### src/design/ctm_consts.svh
`ifndef CTM_CONSTS_SVH
`define CTM_CONSTS_SVH

// register addresses
`define CTM_ADDR_CTRL0 3'h0
`define CTM_ADDR_CTRL1 3'h1
`define CTM_ADDR_CNT_LO 3'h2
`define CTM_ADDR_CNT_HI 3'h3
`define CTM_ADDR_DUTY_LO 3'h4
`define CTM_ADDR_DUTY_HI 3'h5

// reset values
`define CTM_CTRL0_RST 8'h00
`define CTM_CTRL1_RST 8'h00
`define CTM_CNT_RST 10'h000
`define CTM_BYTE_ZERO 8'h00

// control zero fields
`define CTM_C0_PAUSE 7
`define CTM_C0_CLK_HI 6
`define CTM_C0_CLK_LO 4
`define CTM_C0_RUN 3
`define CTM_C0_PER_HI 2
`define CTM_C0_PER_LO 0

// control one fields
`define CTM_C1_MODE_HI 7
`define CTM_C1_MODE_LO 6
`define CTM_C1_PIN_HI 5
`define CTM_C1_PIN_LO 4
`define CTM_C1_INIT 3
`define CTM_C1_POL 2
`define CTM_C1_DPX 1
`define CTM_C1_CCLR 0

// counter layout
`define CTM_CNT_MAX 10'h3FF
`define CTM_CNT_ONE 10'h001
`define CTM_PER_ZERO 3'h0

// clock prescaler taps (div 4, div 16, div 64)
`define CTM_DIV4_MASK 6'h03
`define CTM_DIV16_MASK 6'h0F
`define CTM_DIV64_MASK 6'h3F
`define CTM_PRE_ONE 6'h01

`endif

### src/design/ctm_pkg.sv
package ctm_pkg;

   typedef enum logic [2:0] {
      CTM_CLK_SYS_DIV4 = 3'h0,
      CTM_CLK_SYS = 3'h1,
      CTM_CLK_HIGH_DIV16 = 3'h2,
      CTM_CLK_HIGH_DIV64 = 3'h3,
      CTM_CLK_SUB = 3'h4,
      CTM_CLK_RESERVED = 3'h5,
      CTM_CLK_PIN_RISE = 3'h6,
      CTM_CLK_PIN_FALL = 3'h7
   } ctm_clk_sel_t;

   typedef enum logic [1:0] {
      CTM_MODE_COMPARE = 2'h0,
      CTM_MODE_UNDEF = 2'h1,
      CTM_MODE_PWM = 2'h2,
      CTM_MODE_TIMER = 2'h3
   } ctm_mode_t;

   typedef enum logic [1:0] {
      CTM_PIN_NONE = 2'h0,
      CTM_PIN_LOW = 2'h1,
      CTM_PIN_HIGH = 2'h2,
      CTM_PIN_TOGGLE = 2'h3
   } ctm_pin_act_t;

   typedef struct packed {
      logic [7:0] timer_control_zero;
      logic [7:0] timer_control_one;
      logic [9:0] counter;
      logic [9:0] duty_comparator_value;
      logic [7:0] low_buffer;
      logic [7:0] rd_data;
      logic run_prev;
      logic [5:0] pre_sys;
      logic [5:0] pre_high;
      logic [2:0] pin_sync;
      logic [1:0] high_sync;
      logic [1:0] sub_sync;
      logic high_last;
      logic sub_last;
      logic out_level;
      logic duty_match_flag;
      logic period_match_flag;
   } ctm_state_t;

endpackage

### src/design/ctm_timer.sv
// Functional notes
// - low bytes go through one shared buffer
// - duty low write fills buffer only
// - duty high write also loads buffered low
// - high read captures low byte into buffer
// - low read returns the shared buffer
// - ten-bit up-counter with two comparators
// - period compares bits 9..7; duty all bits
// - counter cleared only by run, overflow, match
// - pause bit halts counting, value retained
// - clock select codes; 101 stops counter
// - run off holds; run rising clears counter
// - run rising in compare mode restores initial output level
// - period code k means k*128, zero 1024
// - clear select zero: period match clears
// - period zero: counter clears by overflow
// - mode field: compare, timer/counter; pwm code counts like compare but holds the pin level
// - clear select one: duty match clears
// - every mode except the undefined code (compare, pwm, timer) raises duty and period flags
//
// Design decisions made here: the plain strobed port and the placing of the registers.
`timescale 1ns/1ps
`include "ctm_consts.svh"

module ctm_timer (
   // clock and reset
   input wire logic clk,
   input wire logic rst,
   // register port
   input wire logic [2:0] reg_addr,
   input wire logic [7:0] reg_wdata,
   input wire logic reg_wr,
   input wire logic reg_rd,
   output logic [7:0] reg_rdata,
   // clock sources, asynchronous to clk
   input wire logic high_clk_in,
   input wire logic sub_clk_in,
   input wire logic external_clock_pin,
   // output pin and events
   output logic timer_output_pin,
   output logic duty_match_flag,
   output logic period_match_flag
);

   ctm_pkg::ctm_state_t s;
   ctm_pkg::ctm_state_t next_s;

   // ------------------------------------------------------------
   // helpers
   // ------------------------------------------------------------
   function automatic logic ctl_bit(input logic [7:0] r, input int idx);
      ctl_bit = r[idx];
   endfunction

   function automatic logic [7:0] hi_byte(input logic [9:0] v);
      hi_byte = {6'h00, v[9:8]};
   endfunction

   logic tick;
   logic pin_rise;
   logic pin_fall;
   logic high_rise;
   logic sub_rise;
   logic run;
   logic pause;
   logic cclr;
   logic [2:0] per;
   logic per_match;
   logic [9:0] cnt_inc;
   logic duty_match;
   logic overflow;
   logic do_clear;
   ctm_pkg::ctm_clk_sel_t csel;
   ctm_pkg::ctm_mode_t mode;
   ctm_pkg::ctm_pin_act_t pact;

   // ------------------------------------------------------------
   // clock source selection
   // ------------------------------------------------------------
   always_comb begin
      csel = ctm_pkg::ctm_clk_sel_t'(s.timer_control_zero[`CTM_C0_CLK_HI:`CTM_C0_CLK_LO]);
      mode = ctm_pkg::ctm_mode_t'(s.timer_control_one[`CTM_C1_MODE_HI:`CTM_C1_MODE_LO]);
      pact = ctm_pkg::ctm_pin_act_t'(s.timer_control_one[`CTM_C1_PIN_HI:`CTM_C1_PIN_LO]);
      run = ctl_bit(s.timer_control_zero, `CTM_C0_RUN);
      pause = ctl_bit(s.timer_control_zero, `CTM_C0_PAUSE);
      cclr = ctl_bit(s.timer_control_one, `CTM_C1_CCLR);
      per = s.timer_control_zero[`CTM_C0_PER_HI:`CTM_C0_PER_LO];
      // only the second and third sync stages are compared
      pin_rise = s.pin_sync[1] & ~s.pin_sync[2];
      pin_fall = ~s.pin_sync[1] & s.pin_sync[2];
      high_rise = s.high_sync[1] & ~s.high_last;
      sub_rise = s.sub_sync[1] & ~s.sub_last;
      tick = 1'b0;
      unique case (csel)
         ctm_pkg::CTM_CLK_SYS_DIV4: tick = ((s.pre_sys & `CTM_DIV4_MASK) == `CTM_DIV4_MASK);
         ctm_pkg::CTM_CLK_SYS: tick = 1'b1;
         ctm_pkg::CTM_CLK_HIGH_DIV16: tick = high_rise &&
            ((s.pre_high & `CTM_DIV16_MASK) == `CTM_DIV16_MASK);
         ctm_pkg::CTM_CLK_HIGH_DIV64: tick = high_rise &&
            (s.pre_high == `CTM_DIV64_MASK);
         ctm_pkg::CTM_CLK_SUB: tick = sub_rise;
         ctm_pkg::CTM_CLK_RESERVED: tick = 1'b0;
         ctm_pkg::CTM_CLK_PIN_RISE: tick = pin_rise;
         ctm_pkg::CTM_CLK_PIN_FALL: tick = pin_fall;
      endcase
   end

   // ------------------------------------------------------------
   // comparators
   // ------------------------------------------------------------
   always_comb begin
      // match on the incremented count, so code k spans exactly k*128 ticks
      cnt_inc = s.counter + `CTM_CNT_ONE;
      per_match = (per != `CTM_PER_ZERO) && (cnt_inc[9:7] == per) &&
         (cnt_inc[6:0] == 7'h00);
      duty_match = (s.counter == s.duty_comparator_value);
      overflow = (s.counter == `CTM_CNT_MAX);
      // period code zero leaves overflow as the only period-side clear
      // duty value zero would pin the counter at zero, so it overflows then
      if (cclr) begin
         do_clear = (s.duty_comparator_value == `CTM_CNT_RST) ? overflow : duty_match;
      end else begin
         do_clear = per_match || overflow;
      end
   end

   // ------------------------------------------------------------
   // next state
   // ------------------------------------------------------------
   always_comb begin
      next_s = s;
      next_s.rd_data = `CTM_BYTE_ZERO;
      next_s.pin_sync = {s.pin_sync[1:0], external_clock_pin};
      next_s.high_sync = {s.high_sync[0], high_clk_in};
      next_s.sub_sync = {s.sub_sync[0], sub_clk_in};
      next_s.high_last = s.high_sync[1];
      next_s.sub_last = s.sub_sync[1];
      next_s.pre_sys = s.pre_sys + `CTM_PRE_ONE;
      if (high_rise) begin
         next_s.pre_high = s.pre_high + `CTM_PRE_ONE;
      end
      next_s.run_prev = run;

      // counting
      if (run && !s.run_prev) begin
         next_s.counter = `CTM_CNT_RST;
         if (mode == ctm_pkg::CTM_MODE_COMPARE) begin
            next_s.out_level = ctl_bit(s.timer_control_one, `CTM_C1_INIT);
         end
      end else if (run && !pause && tick) begin
         if (do_clear) begin
            next_s.counter = `CTM_CNT_RST;
         end else begin
            next_s.counter = s.counter + `CTM_CNT_ONE;
         end
         if (duty_match && mode == ctm_pkg::CTM_MODE_COMPARE) begin
            unique case (pact)
               ctm_pkg::CTM_PIN_NONE: next_s.out_level = s.out_level;
               ctm_pkg::CTM_PIN_LOW: next_s.out_level = 1'b0;
               ctm_pkg::CTM_PIN_HIGH: next_s.out_level = 1'b1;
               ctm_pkg::CTM_PIN_TOGGLE: next_s.out_level = ~s.out_level;
            endcase
         end
      end

      // event flags, one clk cycle per match
      next_s.duty_match_flag = 1'b0;
      next_s.period_match_flag = 1'b0;
      if (run && s.run_prev && !pause && tick &&
         mode != ctm_pkg::CTM_MODE_UNDEF) begin
         next_s.duty_match_flag = duty_match &&
            !(cclr && s.duty_comparator_value == `CTM_CNT_RST);
         next_s.period_match_flag = !cclr && (per_match || (per == `CTM_PER_ZERO
            && overflow));
      end

      // register writes
      if (reg_wr) begin
         unique case (reg_addr)
            `CTM_ADDR_CTRL0: next_s.timer_control_zero = reg_wdata;
            `CTM_ADDR_CTRL1: next_s.timer_control_one = reg_wdata;
            `CTM_ADDR_DUTY_LO: next_s.low_buffer = reg_wdata;
            `CTM_ADDR_DUTY_HI: begin
               next_s.duty_comparator_value = {reg_wdata[1:0], s.low_buffer};
            end
            default: next_s.low_buffer = s.low_buffer;
         endcase
      end

      // register reads, data one cycle later
      if (reg_rd) begin
         unique case (reg_addr)
            `CTM_ADDR_CTRL0: next_s.rd_data = s.timer_control_zero;
            `CTM_ADDR_CTRL1: next_s.rd_data = s.timer_control_one;
            `CTM_ADDR_CNT_LO: next_s.rd_data = s.low_buffer;
            `CTM_ADDR_DUTY_LO: next_s.rd_data = s.low_buffer;
            `CTM_ADDR_CNT_HI: begin
               next_s.rd_data = hi_byte(s.counter);
               next_s.low_buffer = s.counter[7:0];
            end
            `CTM_ADDR_DUTY_HI: begin
               next_s.rd_data = hi_byte(s.duty_comparator_value);
               next_s.low_buffer = s.duty_comparator_value[7:0];
            end
            default: next_s.rd_data = `CTM_BYTE_ZERO;
         endcase
      end
   end

   // ------------------------------------------------------------
   // state register
   // ------------------------------------------------------------
   always_ff @(posedge clk) begin
      if (rst) begin
         s <= '0;
         s.timer_control_zero <= `CTM_CTRL0_RST;
         s.timer_control_one <= `CTM_CTRL1_RST;
      end else begin
         s <= next_s;
      end
   end

   // polarity inverts the pin except in timer/counter mode
   assign timer_output_pin = (mode == ctm_pkg::CTM_MODE_TIMER) ? 1'b0 :
      (s.out_level ^ ctl_bit(s.timer_control_one, `CTM_C1_POL));
   assign reg_rdata = s.rd_data;
   assign duty_match_flag = s.duty_match_flag;
   assign period_match_flag = s.period_match_flag;

endmodule

### config.mk
export PLATFORM = sky130hd
export DESIGN_NAME = ctm_timer
export DESIGN_NICKNAME = d
export VERILOG_FILES = /design/src/design/ctm_pkg.sv /design/src/design/ctm_timer.sv
export VERILOG_INCLUDE_DIRS = /design/src /design/src/design
export SDC_FILE = /design/constraint.sdc
export NUM_CORES = 1
export LEC_CHECK = 0
export BUFFER_PORTS_ARGS = -buffer_cell sky130_fd_sc_hd__buf_2
export CAP_MARGIN = 40
export CELL_PAD_IN_SITES_DETAIL_PLACEMENT = 1
export CELL_PAD_IN_SITES_GLOBAL_PLACEMENT = 2
export CORE_MARGIN = 4
export CORE_UTILIZATION = 36
export DETAILED_ROUTE_END_ITERATION = 8
export GPL_ROUTABILITY_DRIVEN = 0
export MAX_ROUTING_LAYER = met4
export PLACE_DENSITY = 0.79
export SETUP_SLACK_MARGIN = 0.2
export SLEW_MARGIN = 0
export SYNTH_ARGS = -nofsm -noshare
export SYNTH_HDL_FRONTEND = slang
export SYNTH_SLANG_ARGS = --single-unit
### constraint.sdc
create_clock -name clk -period 2.25 [get_ports clk]
set_input_delay 0 -clock clk [delete_from_list [all_inputs] [get_ports clk]]
set_output_delay 0 -clock clk [all_outputs]
set_load 0.05 [all_outputs]
# --- Word level (Yosys, flattened, before mapping) ---
# Index checks and enable logic that the tools add are counted.
word_totals:
  output_inout_bits: 11
  elab_cells: 112
  reg_bits: 77
  in_bits: 18
op_classes:
  n_mux: 15
  n_reduce_logical: 40
  n_eq_ne: 25
  add_sub_neg: 3
  bitwise_logic: 12
ops:
  columns: ["cell", "count"]
  rows:
  - ["case mux 8 bit (5 select lines)", 1]
  - ["equality test 3 bit (second input constant)", 6]
  - ["logical AND 1 bit", 16]
  - ["2-to-1 mux 16 bit", 1]
  - ["2-to-1 mux 8 bit", 2]
  - ["case mux 8 bit (2 select lines)", 1]
  - ["adder 6 x 1 -> 6 bit (second input constant)", 2]
  - ["equality test 3 x 2 -> 1 bit (second input constant)", 4]
  - ["adder 10 x 1 -> 10 bit (second input constant)", 1]
  - ["equality test 10 bit", 1]
  - ["equality test 10 bit (second input constant)", 1]
  - ["zero test 10 bit", 1]
  - ["2-to-1 mux 10 bit", 1]
  - ["zero test 3 bit", 3]
  - ["equality test 2 bit (second input constant)", 4]
  - ["case mux 1 bit (8 select lines)", 1]
  - ["OR reduction 2 bit", 4]
  - ["zero test 7 bit", 1]
  - ["2-to-1 mux 1 bit", 7]
  - ["inverter 1 bit", 7]
  - ["equality test 3 x 1 -> 1 bit (second input constant)", 2]
  - ["equality test 6 bit (second input constant)", 1]
  - ["AND reduction 2 bit", 3]
  - ["AND 1 bit", 4]
  - ["other kinds (13)", 20]

# --- Depth between registers and ports, before layout ---
# Gate-level depths: netlist (run 1).
logic_depth:
  ltp_word: 8
  mapped_depth: 10
  mapped_depth_nobuf: 8

# --- Worst setup path after synthesis (run 1) ---
# OpenSTA, ideal clock, no wires.
synth_path:
  path_type: "register -> register"
  from: "register s[51] (netlist name)"
  to: "register s[51] (netlist name)"
  arrival_time_ns: 1.825
  period_less_slack_ns: 1.946
  n_path_buf: 2
  path_stages_with_launch: 10
  path_slack_ns: 0.304
  cell_sequence: "dfxtp_1 ha_1 and4_1 buf_2 nand2_1 mux2i_1 nor3_2 a21oi_4 buf_6 mux2_2"
synth_via:
  elab_chain_len: 7
synth_lines:
  columns: ["element", "line", "rtl"]
  rows:
  - ["from (decl)", "ctm_timer.sv:45", "ctm_pkg::ctm_state_t s;"]
  - ["from (signal assigned)", "ctm_timer.sv:219", "s <= next_s;"]
  - ["adder 10 x 1 -> 10 bit (no line)", null, null]
  - ["equality test 3 bit", "ctm_timer.sv:114", "per_match = (per != `CTM_PER_ZERO) && (cnt_inc[9:7] == per) &&"]
  - ["logical AND 1 bit (2 in a row)", "ctm_timer.sv:114", null]
  - ["logical OR 1 bit", "ctm_timer.sv:123", "do_clear = per_match || overflow;"]
  - ["2-to-1 mux 1 bit", "ctm_timer.sv:120", "if (cclr) begin"]
  - ["2-to-1 mux 10 bit (*)", "ctm_timer.sv:151", "if (do_clear) begin"]
# Every way passes the cells marked *; elsewhere a longest branch is shown, timed or not.
# A chain may end at the register's enable or synchronous reset.

# --- Worst setup path in the final report (run 1) ---
layout_path:
  from: "register s[58] (netlist name)"
  to: "register s[59] (netlist name)"
# The elaborated chain is that of the path after synthesis.

==> results.json, run 1 <==
{
  "outcome": "completed",
  "report.final.slew_viol_count": 0,
  "syn-num-nets": 461,
  "ir_worst_vdd_v": 0.000329,
  "wl_per_cell_um": 17.9,
  "clock_sinks": 73,
  "final-seq-area_um2": 1490,
  "multi_input_area_um2": 2030,
  "antenna_found_initial": 0,
  "grt.total_usage_pct": 20.4,
  "io_buffers": 28,
  "clockBufferDepth": 2,
  "finalSetupViolations": 0,
  "setup-tns-final_ns": 0,
  "finalNetCount": 504,
  "crit_path_start_kind": "register",
  "mostFrequentLayoutCells": "nand2_1 (74), dfxtp_1 (62), a21oi_1 (46)",
  "num_rows": 36,
  "nFillCells": 1180,
  "rsz0062_at_grt": "yes",
  "dp_hpwl_mm": 7.83,
  "wirelength_mm": 11.1,
  "dpl.cell_count": 586,
  "worst-path-buf-inv": 2,
  "die_h_um": 108,
  "path_class": "reg -> reg",
  "synth_fa_ha_area_share_pct": 1.39,
  "synth_area_per_cell_um2": 8.23,
  "final_hold_viol_count": 0,
  "die_area_um2": 11700,
  "grt-ovfl-total": 0,
  "power_leakage_nw": 1.65,
  "syn2layout_area_growth_pct": 23.0,
  "cp-end-kind": "register",
  "die_width_um": 108,
  "postRouteAntennaNets": 0,
  "post-route-min-period_ns": 2.04,
  "drcViolationCount": 0,
  "worstSkewPairLatency_ns": 0.36,
  "synth_edf_count": 0,
  "worstPathCellList": "buf_6 > or4_1 > o211ai_1 > nor3_2 > buf_4 > a21oi_4 > a21oi_1 > mux2i_1",
  "vias": 3352,
  "synth_xor_area_share_pct": 3.88,
  "slew_headroom_pct": 50.5,
  "slowest_stage": "or4_1",
  "max_freq_mhz": 491,
  "cts-root-buf": "clkbuf_8",
  "cap_viol_max_count": 0,
  "crit_arrival_ns": 2.32,
  "ys_ff_latch": 73,
  "async_flop_share_pct": 0,
  "pwr_density_cell_nw_per_um2": 625,
  "htreeDepth": 3,
  "cpPeakStageDelay_ns": 0.52,
  "crit_required_ns": 2.53,
  "synth_flop_cell": "dfxtp_1",
  "yosysWarnings": 0,
  "diodes": 0,
  "final_common_cell": "nand2_1",
  "min_path_type": "in -> reg",
  "layout-drive-gt1-share_pct": 22.8,
  "dr.pass1.iters": 4,
  "finalCritPeriodShare_pct": 90.5,
  "worstMarginPinSlew_ns": 0.741,
  "synth-compound-area-share_pct": 18.7,
  "grt_pass1_wl_mm": 17.9,
  "numCtsBuffers": 9,
  "clkTransAtPathRegs_ns": 0.08,
  "synthSimpleGateAreaFrac_pct": 25.0,
  "synthMuxAreaShare_pct": 4.50,
  "start_util_pct": 36.9,
  "synth_top_family_by_area": "simple AND/OR/NAND/NOR gates",
  "yosysTopAreaCellShare_pct": 40.5,
  "cts_tree": "built",
  "crit_family": "simple AND/OR/NAND/NOR gates",
  "synth_area_um2": 3610,
  "skew_ns": 0.00806,
  "final_cell_count_no_fill": 619,
  "first_iter_violations": 140,
  "yosysSeqAreaShare_pct": 40.5,
  "r2r_slack_ns": 0.21,
  "synthTopCellsByArea": "dfxtp_1 (40%), nand2_1 (7.9%), a21oi_1 (6.4%)",
  "synthDominantAreaCellType": "dfxtp_1",
  "grt_max_degree": 49,
  "synth_cells": 439,
  "first_global_vias": 3460,
  "avgViaCountPerCell": 5.42,
  "worstPathMaxFanout": 7,
  "yosysUniqueCellTypes": 58,
  "ios": 29,
  "core-area_um2": 9770
}
## through the flow
stage	worst slack (ns)	utilization [%]	cell area, um2	power, mW	hold slack, ns
after floorplan	0.304	-	3610	1.46	0.128
after global placement	0.160	40.0	3910	1.53	0.209
after detailed placement	0.0841	40.0	3910	1.53	0.219
after CTS	0.164	44.0	4300	2.80	0.0406
after global routing	0.0642	45.4	4440	2.88	0.0748
final	0.213	45.4	4440	2.77	0.0539
## state kept, by name (all words and copies together) (netlist names)
signal             flops
pact                   2
mode                   2
cclr                   1
next_s                 7
s                     44
duty_match_flag        1
per                    3
period_match_flag      1
csel                   3
reg_rdata              8
pause                  1
## worst register-to-register path, stage by stage (launching register included)
cell	delay [ns]
dfxtp_4	0.37
buf_6	0.13
or4_1	0.52
o211ai_1	0.16
nor3_2	0.08
buf_4	0.17
a21oi_4	0.26
a21oi_1	0.12
mux2i_1	0.15
## cells in the mapped netlist, types with 8 or more instances
cell type	instances
nand4_1	9
o22ai_1	8
mux2i_1	14
xor2_1	13
a22oi_1	14
nand2_1	76
o21ai_0	9
dfxtp_1	73
clkbuf_1	18
nand3_1	16
nor2_1	26
a21oi_1	46
buf_4	9
nor2b_1	18
## cells by family after synthesis
kind of cell / Yosys count
AOI/OAI and AO/OA: 104
DFF: 73
buffers and inverters: 45
muxes: 16
adders and majority gates: 4
and+or+nand+nor: 181
xor gates and xnor gates: 16
## path summary, 6_finish.rpt
path,from,to,cells after the start
setup / recovery,s[58],s[59],8
hold / removal,reg_addr[1],reg_rdata[1],3
setup reg to reg,s[58],s[59],8
hold reg to reg,s[18],s[18],1
## area by class of cell
class / instances / share of cell area (%)
multi-input cells: 322 / 45.7
flip-flops and latches: 73 / 33.5
repair buffers: 70 / 11.3
well taps: 133 / 3.75
clock buffers: 10 / 2.87
clock inverters: 5 / 2.34
inverters: 6 / 0.507
## power breakdown
part | switching [mW] | internal [mW]
registers | 0.0191 | 1.31
logic | 0.118 | 0.0805
clock network | 0.517 | 0.733
## layer usage
layer | GRT usage (%) | vias to the layer above | routed length [um]
li1 | - | 1625 | -
met1 | 24.8 | 1659 | 4980
met2 | 34.2 | 54 | 5480
met3 | 4.06 | 14 | 412
met4 | 6.22 | 0 | 191
met5 | - | - | 0
## timing repair
item / 4_1_cts / 5_1_grt
hold buffers: 11 / 0
endpoints found under the setup margin: 10 / 12
endpoints found under the hold margin: 25 / 0
resized for setup: 11 / 26
buffers inserted: 2 / 4
pin swaps: 3 / 8
gates cloned: 1 / 0
Power figures use the tool's default switching activity.
==> inputs of run 2 (changes only) <==
- ABC_AREA: not set -> 0
- CORE_UTILIZATION: 36 -> 37
- CTS_BUF_LIST: not set -> sky130_fd_sc_hd__clkbuf_8
- PLACE_DENSITY: 0.79 -> not set
- PLACE_DENSITY_LB_ADDON: not set -> 0.2
==> run 2 against run 1 <==
Against the previous run: combinational power shrank 3%; non-clock buffer count grew 1; cell count shrank 0.48%; flip-flop and latch count is the same; critical endpoint unchanged; largest power group unchanged; highest routed layer unchanged.
==> results.json, run 2 (synthesis gave the netlist of run 1 again) <==
{
  "outcome": "completed",
  "grt_pass1_wl_mm": 18.1,
  "finalCritPeriodShare_pct": 93.4,
  "clockBufferDepth": 2,
  "cpPeakStageDelay_ns": 0.56,
  "worstMarginPinSlew_ns": 0.728,
  "die_h_um": 107,
  "crit_arrival_ns": 2.37,
  "slowest_stage": "or4bb_1",
  "hold_ws_ns": 0.0740,
  "slew_headroom_pct": 51.4,
  "report.final.slew_viol_count": 0,
  "post-route-util_pct": 46.9,
  "wirelength_mm": 11.4,
  "first_iter_violations": 114,
  "crit_family": "compound AO/OA/AOI/OAI gates",
  "r2r-end": "s[59]",
  "dr.pass1.iters": 5,
  "path_class": "reg -> reg",
  "numCtsBuffers": 9,
  "pwr_density_cell_nw_per_um2": 607,
  "grt_max_degree": 49,
  "crit_end": "s[59]",
  "htreeDepth": 3,
  "ios": 29,
  "worst-path-buf-inv": 0,
  "design_power_total_mw": 2.67,
  "crit_path_start_kind": "register",
  "die_area_um2": 11400,
  "timing.rr.start": "next_s[11]",
  "diodes": 0,
  "nFillCells": 1174,
  "layout-drive-gt1-share_pct": 22.4,
  "power_leakage_nw": 1.65,
  "postRouteAntennaNets": 0,
  "p_clk_share_pct": 43.0,
  "cap_viol_max_count": 0,
  "skew_ns": 0.0101,
  "rsz0062_at_grt": "yes",
  "first_global_vias": 3415,
  "die_width_um": 107,
  "top_register": "s",
  "setup-tns-final_ns": 0,
  "grt-ovfl-total": 0,
  "max_freq_mhz": 476,
  "p_switching_uw": 637,
  "cts-root-buf": "clkbuf_8",
  "worstSkewPairLatency_ns": 0.35,
  "cp.depth": 7,
  "largest_reg_flops": 44,
  "reg2regPathDepth": 7,
  "num_rows": 35,
  "cp-end-kind": "register",
  "worstPathCellList": "or4bb_1 > a41oi_2 > o21a_4 > o211ai_4 > a21oi_4 > a21oi_1 > mux2i_1",
  "cts_tree": "built",
  "post-route-min-period_ns": 2.10,
  "drcViolationCount": 0,
  "min_path_type": "in -> reg",
  "ir_worst_vdd_v": 0.000322,
  "grt.total_usage_pct": 20.6,
  "mostFrequentLayoutCells": "nand2_1 (75), dfxtp_1 (61), a21oi_1 (45)",
  "crit_required_ns": 2.51,
  "vias": 3339,
  "sw_frac_of_total_pct": 23.9,
  "io_buffers": 28,
  "wl_per_cell_um": 18.5,
  "clkTransAtPathRegs_ns": 0.08,
  "internal-power_mw": 2.03,
  "multi_input_area_um2": 2010,
  "avgViaCountPerCell": 5.42,
  "clock_sinks": 73,
  "syn2layout_area_growth_pct": 21.7,
  "final_common_cell": "nand2_1",
  "core-area_um2": 9370,
  "fin_ws_ns": 0.148,
  "dp_slack_ns": 0.0560,
  "final-seq-area_um2": 1490,
  "r2r_slack_ns": 0.15,
  "dp_hpwl_mm": 8.06,
  "worstPathMaxFanout": 7,
  "crit_start": "next_s[11]",
  "final_hold_viol_count": 0,
  "finalSetupViolations": 0,
  "finalNetCount": 505,
  "combPwrFrac_pct": 7.2,
  "start_util_pct": 38.5,
  "antenna_found_initial": 0,
  "pwr-share-seq_pct": 49.7
}
==> run 2: power groups by stage <==
stage	Sequential (mW)	Clock [mW]	Combinational, mW
2_1_floorplan	1.35	0	0.108
3_3_place_gp	1.36	0	0.165
3_5_place_dp	1.36	0	0.168
4_1_cts	1.33	1.17	0.187
5_1_grt	1.33	1.23	0.213
6_report	1.33	1.15	0.193
==> run 2: worst reg2reg max path: stages, from the launching register on <==
cell and delay, ns:
dfxtp_1 0.37, or4bb_1 0.56, a41oi_2 0.24, o21a_4 0.17
o211ai_4 0.12, a21oi_4 0.29, a21oi_1 0.12, mux2i_1 0.14
==> run 2: layout make-up <==
type                            count  area share (%)
Multi-Input combinational cell    322            45.7
Sequential cell                    73            33.9
Timing Repair Buffer               71            11.2
Tap cell                          129            3.67
Clock buffer                       10            3.13
Clock inverter                      5            1.82
Inverter                            6           0.512
==> run 2: layer usage <==
layer,track usage [%],vias up,wire (um)
met5,-,-,0
met4,3.29,0,93
met3,4.39,8,438
met2,34.1,79,5620
met1,26.6,1623,5220
li1,-,1629,-
==> run 2: through the flow <==
stage	instances	instance area, um2
floorplan	439	3610
finish	616	4400
CTS	610	4270
global route	616	4400
global placement	582	3900
detailed placement	582	3900
==> run 2: worst min path at each step <==
stage                  startpoint      endpoint  cells after the start
2_1_floorplan  external_clock_pin    next_s[10]                      1
3_3_place_gp           sub_clk_in     next_s[6]                      2
3_5_place_dp           sub_clk_in     next_s[6]                      2
4_1_cts               reg_addr[1]  reg_rdata[1]                      3
5_1_grt               reg_addr[1]  reg_rdata[1]                      3
6_report              reg_addr[1]  reg_rdata[1]                      3
==> run 2: repair_timing <==
item / in CTS / in global routing
endpoints found under the hold margin: 23 / 0
hold buffers: 11 / 0
gates resized for setup: 12 / 23
pin swaps: 3 / 11
buffers inserted: 1 / 6
endpoints found under the setup margin: 12 / 12
gates cloned: 1 / 0
==> inputs of run 3 (changes only) <==
- PLACE_DENSITY: not set -> 0.88
- PLACE_DENSITY_LB_ADDON: 0.2 -> not set
==> run 3 against run 2 <==
Against the previous run: worst hold slack lost 0.018 ns; cell area grew 0.48%; setup slack improved by 0.031 ns; sequential share of layout area hardly changed; clock power decreased by 9.6%; routed wire length is 1.6% lower; first-iteration DRC count increased by 110%; power fell by 4.0%; largest power group unchanged.
==> results.json, run 3 (synthesis gave the netlist of run 1 again) <==
{
  "diodes": 0,
  "first_iter_violations": 240,
  "report.final.slew_viol_count": 0,
  "antenna_found_initial": 0,
  "clock_sinks": 73,
  "start_util_pct": 38.5,
  "crit_path_start_kind": "register",
  "rsz0062_at_grt": "yes",
  "pwr_density_cell_nw_per_um2": 580,
  "worstPathMaxFanout": 9,
  "finalCritPeriodShare_pct": 92.0,
  "max_freq_mhz": 483,
  "hold_start": "reg_addr[1]",
  "final_common_cell": "nand2_1",
  "postRouteAntennaNets": 0,
  "grt_max_degree": 49,
  "cts_tree": "built",
  "die_h_um": 107,
  "layout-drive-gt1-share_pct": 23.5,
  "clkTransAtPathRegs_ns": 0.08,
  "worstSkewPairLatency_ns": 0.36,
  "nFillCells": 1135,
  "avgViaCountPerCell": 5.48,
  "wl_per_cell_um": 18.2,
  "die_width_um": 107,
  "dr.pass1.iters": 5,
  "holdPathEnd": "reg_rdata[1]",
  "die_area_um2": 11400,
  "grt.total_usage_pct": 19.8,
  "finalNetCount": 502,
  "design_power_total_mw": 2.56,
  "syn2layout_area_growth_pct": 22.3,
  "power_leakage_nw": 1.64,
  "slew_headroom_pct": 44.7,
  "ir_worst_vdd_v": 0.000229,
  "multi_input_area_um2": 2030,
  "io_buffers": 28,
  "crit_arrival_ns": 2.35,
  "path_class": "reg -> reg",
  "skew_ns": 0.00948,
  "numCtsBuffers": 9,
  "crit_required_ns": 2.53,
  "min_path_type": "in -> reg",
  "num_rows": 35,
  "cts-root-buf": "clkbuf_8",
  "final-seq-area_um2": 1490,
  "core-area_um2": 9370,
  "post-route-min-period_ns": 2.07,
  "dp_hpwl_mm": 7.61,
  "cp-end-kind": "register",
  "wirelength_mm": 11.2,
  "worstMarginPinSlew_ns": 0.828,
  "first_global_vias": 3360,
  "grt-ovfl-total": 0,
  "vias": 3363,
  "ios": 29,
  "whs_path_depth": 3,
  "final_hold_viol_count": 0,
  "clockBufferDepth": 2,
  "outcome": "completed",
  "timing.rr.start": "s[57]",
  "reg2regPathDepth": 8,
  "mostFrequentLayoutCells": "nand2_1 (74), dfxtp_1 (59), a21oi_1 (45)",
  "largest_reg_flops": 44,
  "r2r_slack_ns": 0.18,
  "finalSetupViolations": 0,
  "drcViolationCount": 0,
  "setup-tns-final_ns": 0,
  "grt_pass1_wl_mm": 17.5,
  "htreeDepth": 3,
  "r2r-end": "s[59]",
  "cap_viol_max_count": 0,
  "top_register": "s"
}
run 3: how the worst max path moves through the flow:
| stage | startpoint | end | slack [ns] | cells past startpoint |
|---|---|---|---|---|
| 6_report | s[57] | s[59] | 0.18 | 8 |
| 5_1_grt | s[54] | s[57] | 0.06 | 8 |
| 4_1_cts | s[52] | s[51] | 0.21 | 8 |
| 3_5_place_dp | s[52] | s[55] | 0.009 | 8 |
| 3_3_place_gp | s[57] | s[2] | 0.17 | 6 |
| 2_1_floorplan | s[51] | s[51] | 0.30 | 9 |
run 3: metrics by stage:
| step | utilization, % | cell area (um2) | cells | setup slack (ns) | hold slack (ns) |
|---|---|---|---|---|---|
| final | 47.1 | 4420 | 614 | 0.180 | 0.0555 |
| after global routing | 47.1 | 4420 | 614 | 0.0582 | 0.0665 |
| after CTS | 45.1 | 4230 | 606 | 0.205 | 0.0294 |
| after detailed placement | 41.2 | 3860 | 576 | 0.00881 | 0.217 |
| after global placement | 41.2 | 3860 | 576 | 0.165 | 0.214 |
| after floorplan | - | 3610 | 439 | 0.304 | 0.128 |
run 3: timing repair:
action,in CTS,in global routing
endpoints found under the hold margin,25,0
setup buffers,3,7
setup endpoints to repair,11,12
hold buffers,11,0
pin swaps,3,13
cloned,0,1
gates resized for setup,12,30
run 3: layer usage:
metal,GRT usage (%),vias up,part of all wire (%)
li1,-,1620,-
met1,24.8,1645,44
met2,33.2,81,50
met3,3.37,17,4.3
met4,5.30,0,1.8
met5,-,-,0
run 3: power breakdown:
group	internal [mW]	total, mW	switching, mW
clock	0.512	1.04	0.529
combinational	0.0799	0.198	0.118
sequential	1.31	1.32	0.0187
total	1.90	2.56	0.666
run 3: worst max-delay path: stages, from the launching register on:
cell	delay, ns
dfxtp_2	0.46
nand4_1	0.16
or4_1	0.42
o211ai_1	0.21
nor3_4	0.09
a21oi_4	0.27
buf_12	0.15
nand4_1	0.09
mux2i_1	0.13
run 3: cell type report:
type | instances | area share [%]
Multi-Input combinational cell | 321 | 45.9
Sequential cell | 73 | 33.8
Timing Repair Buffer | 69 | 11.7
Tap cell | 129 | 3.65
Clock buffer | 9 | 2.80
Clock inverter | 7 | 1.61
Inverter | 6 | 0.510
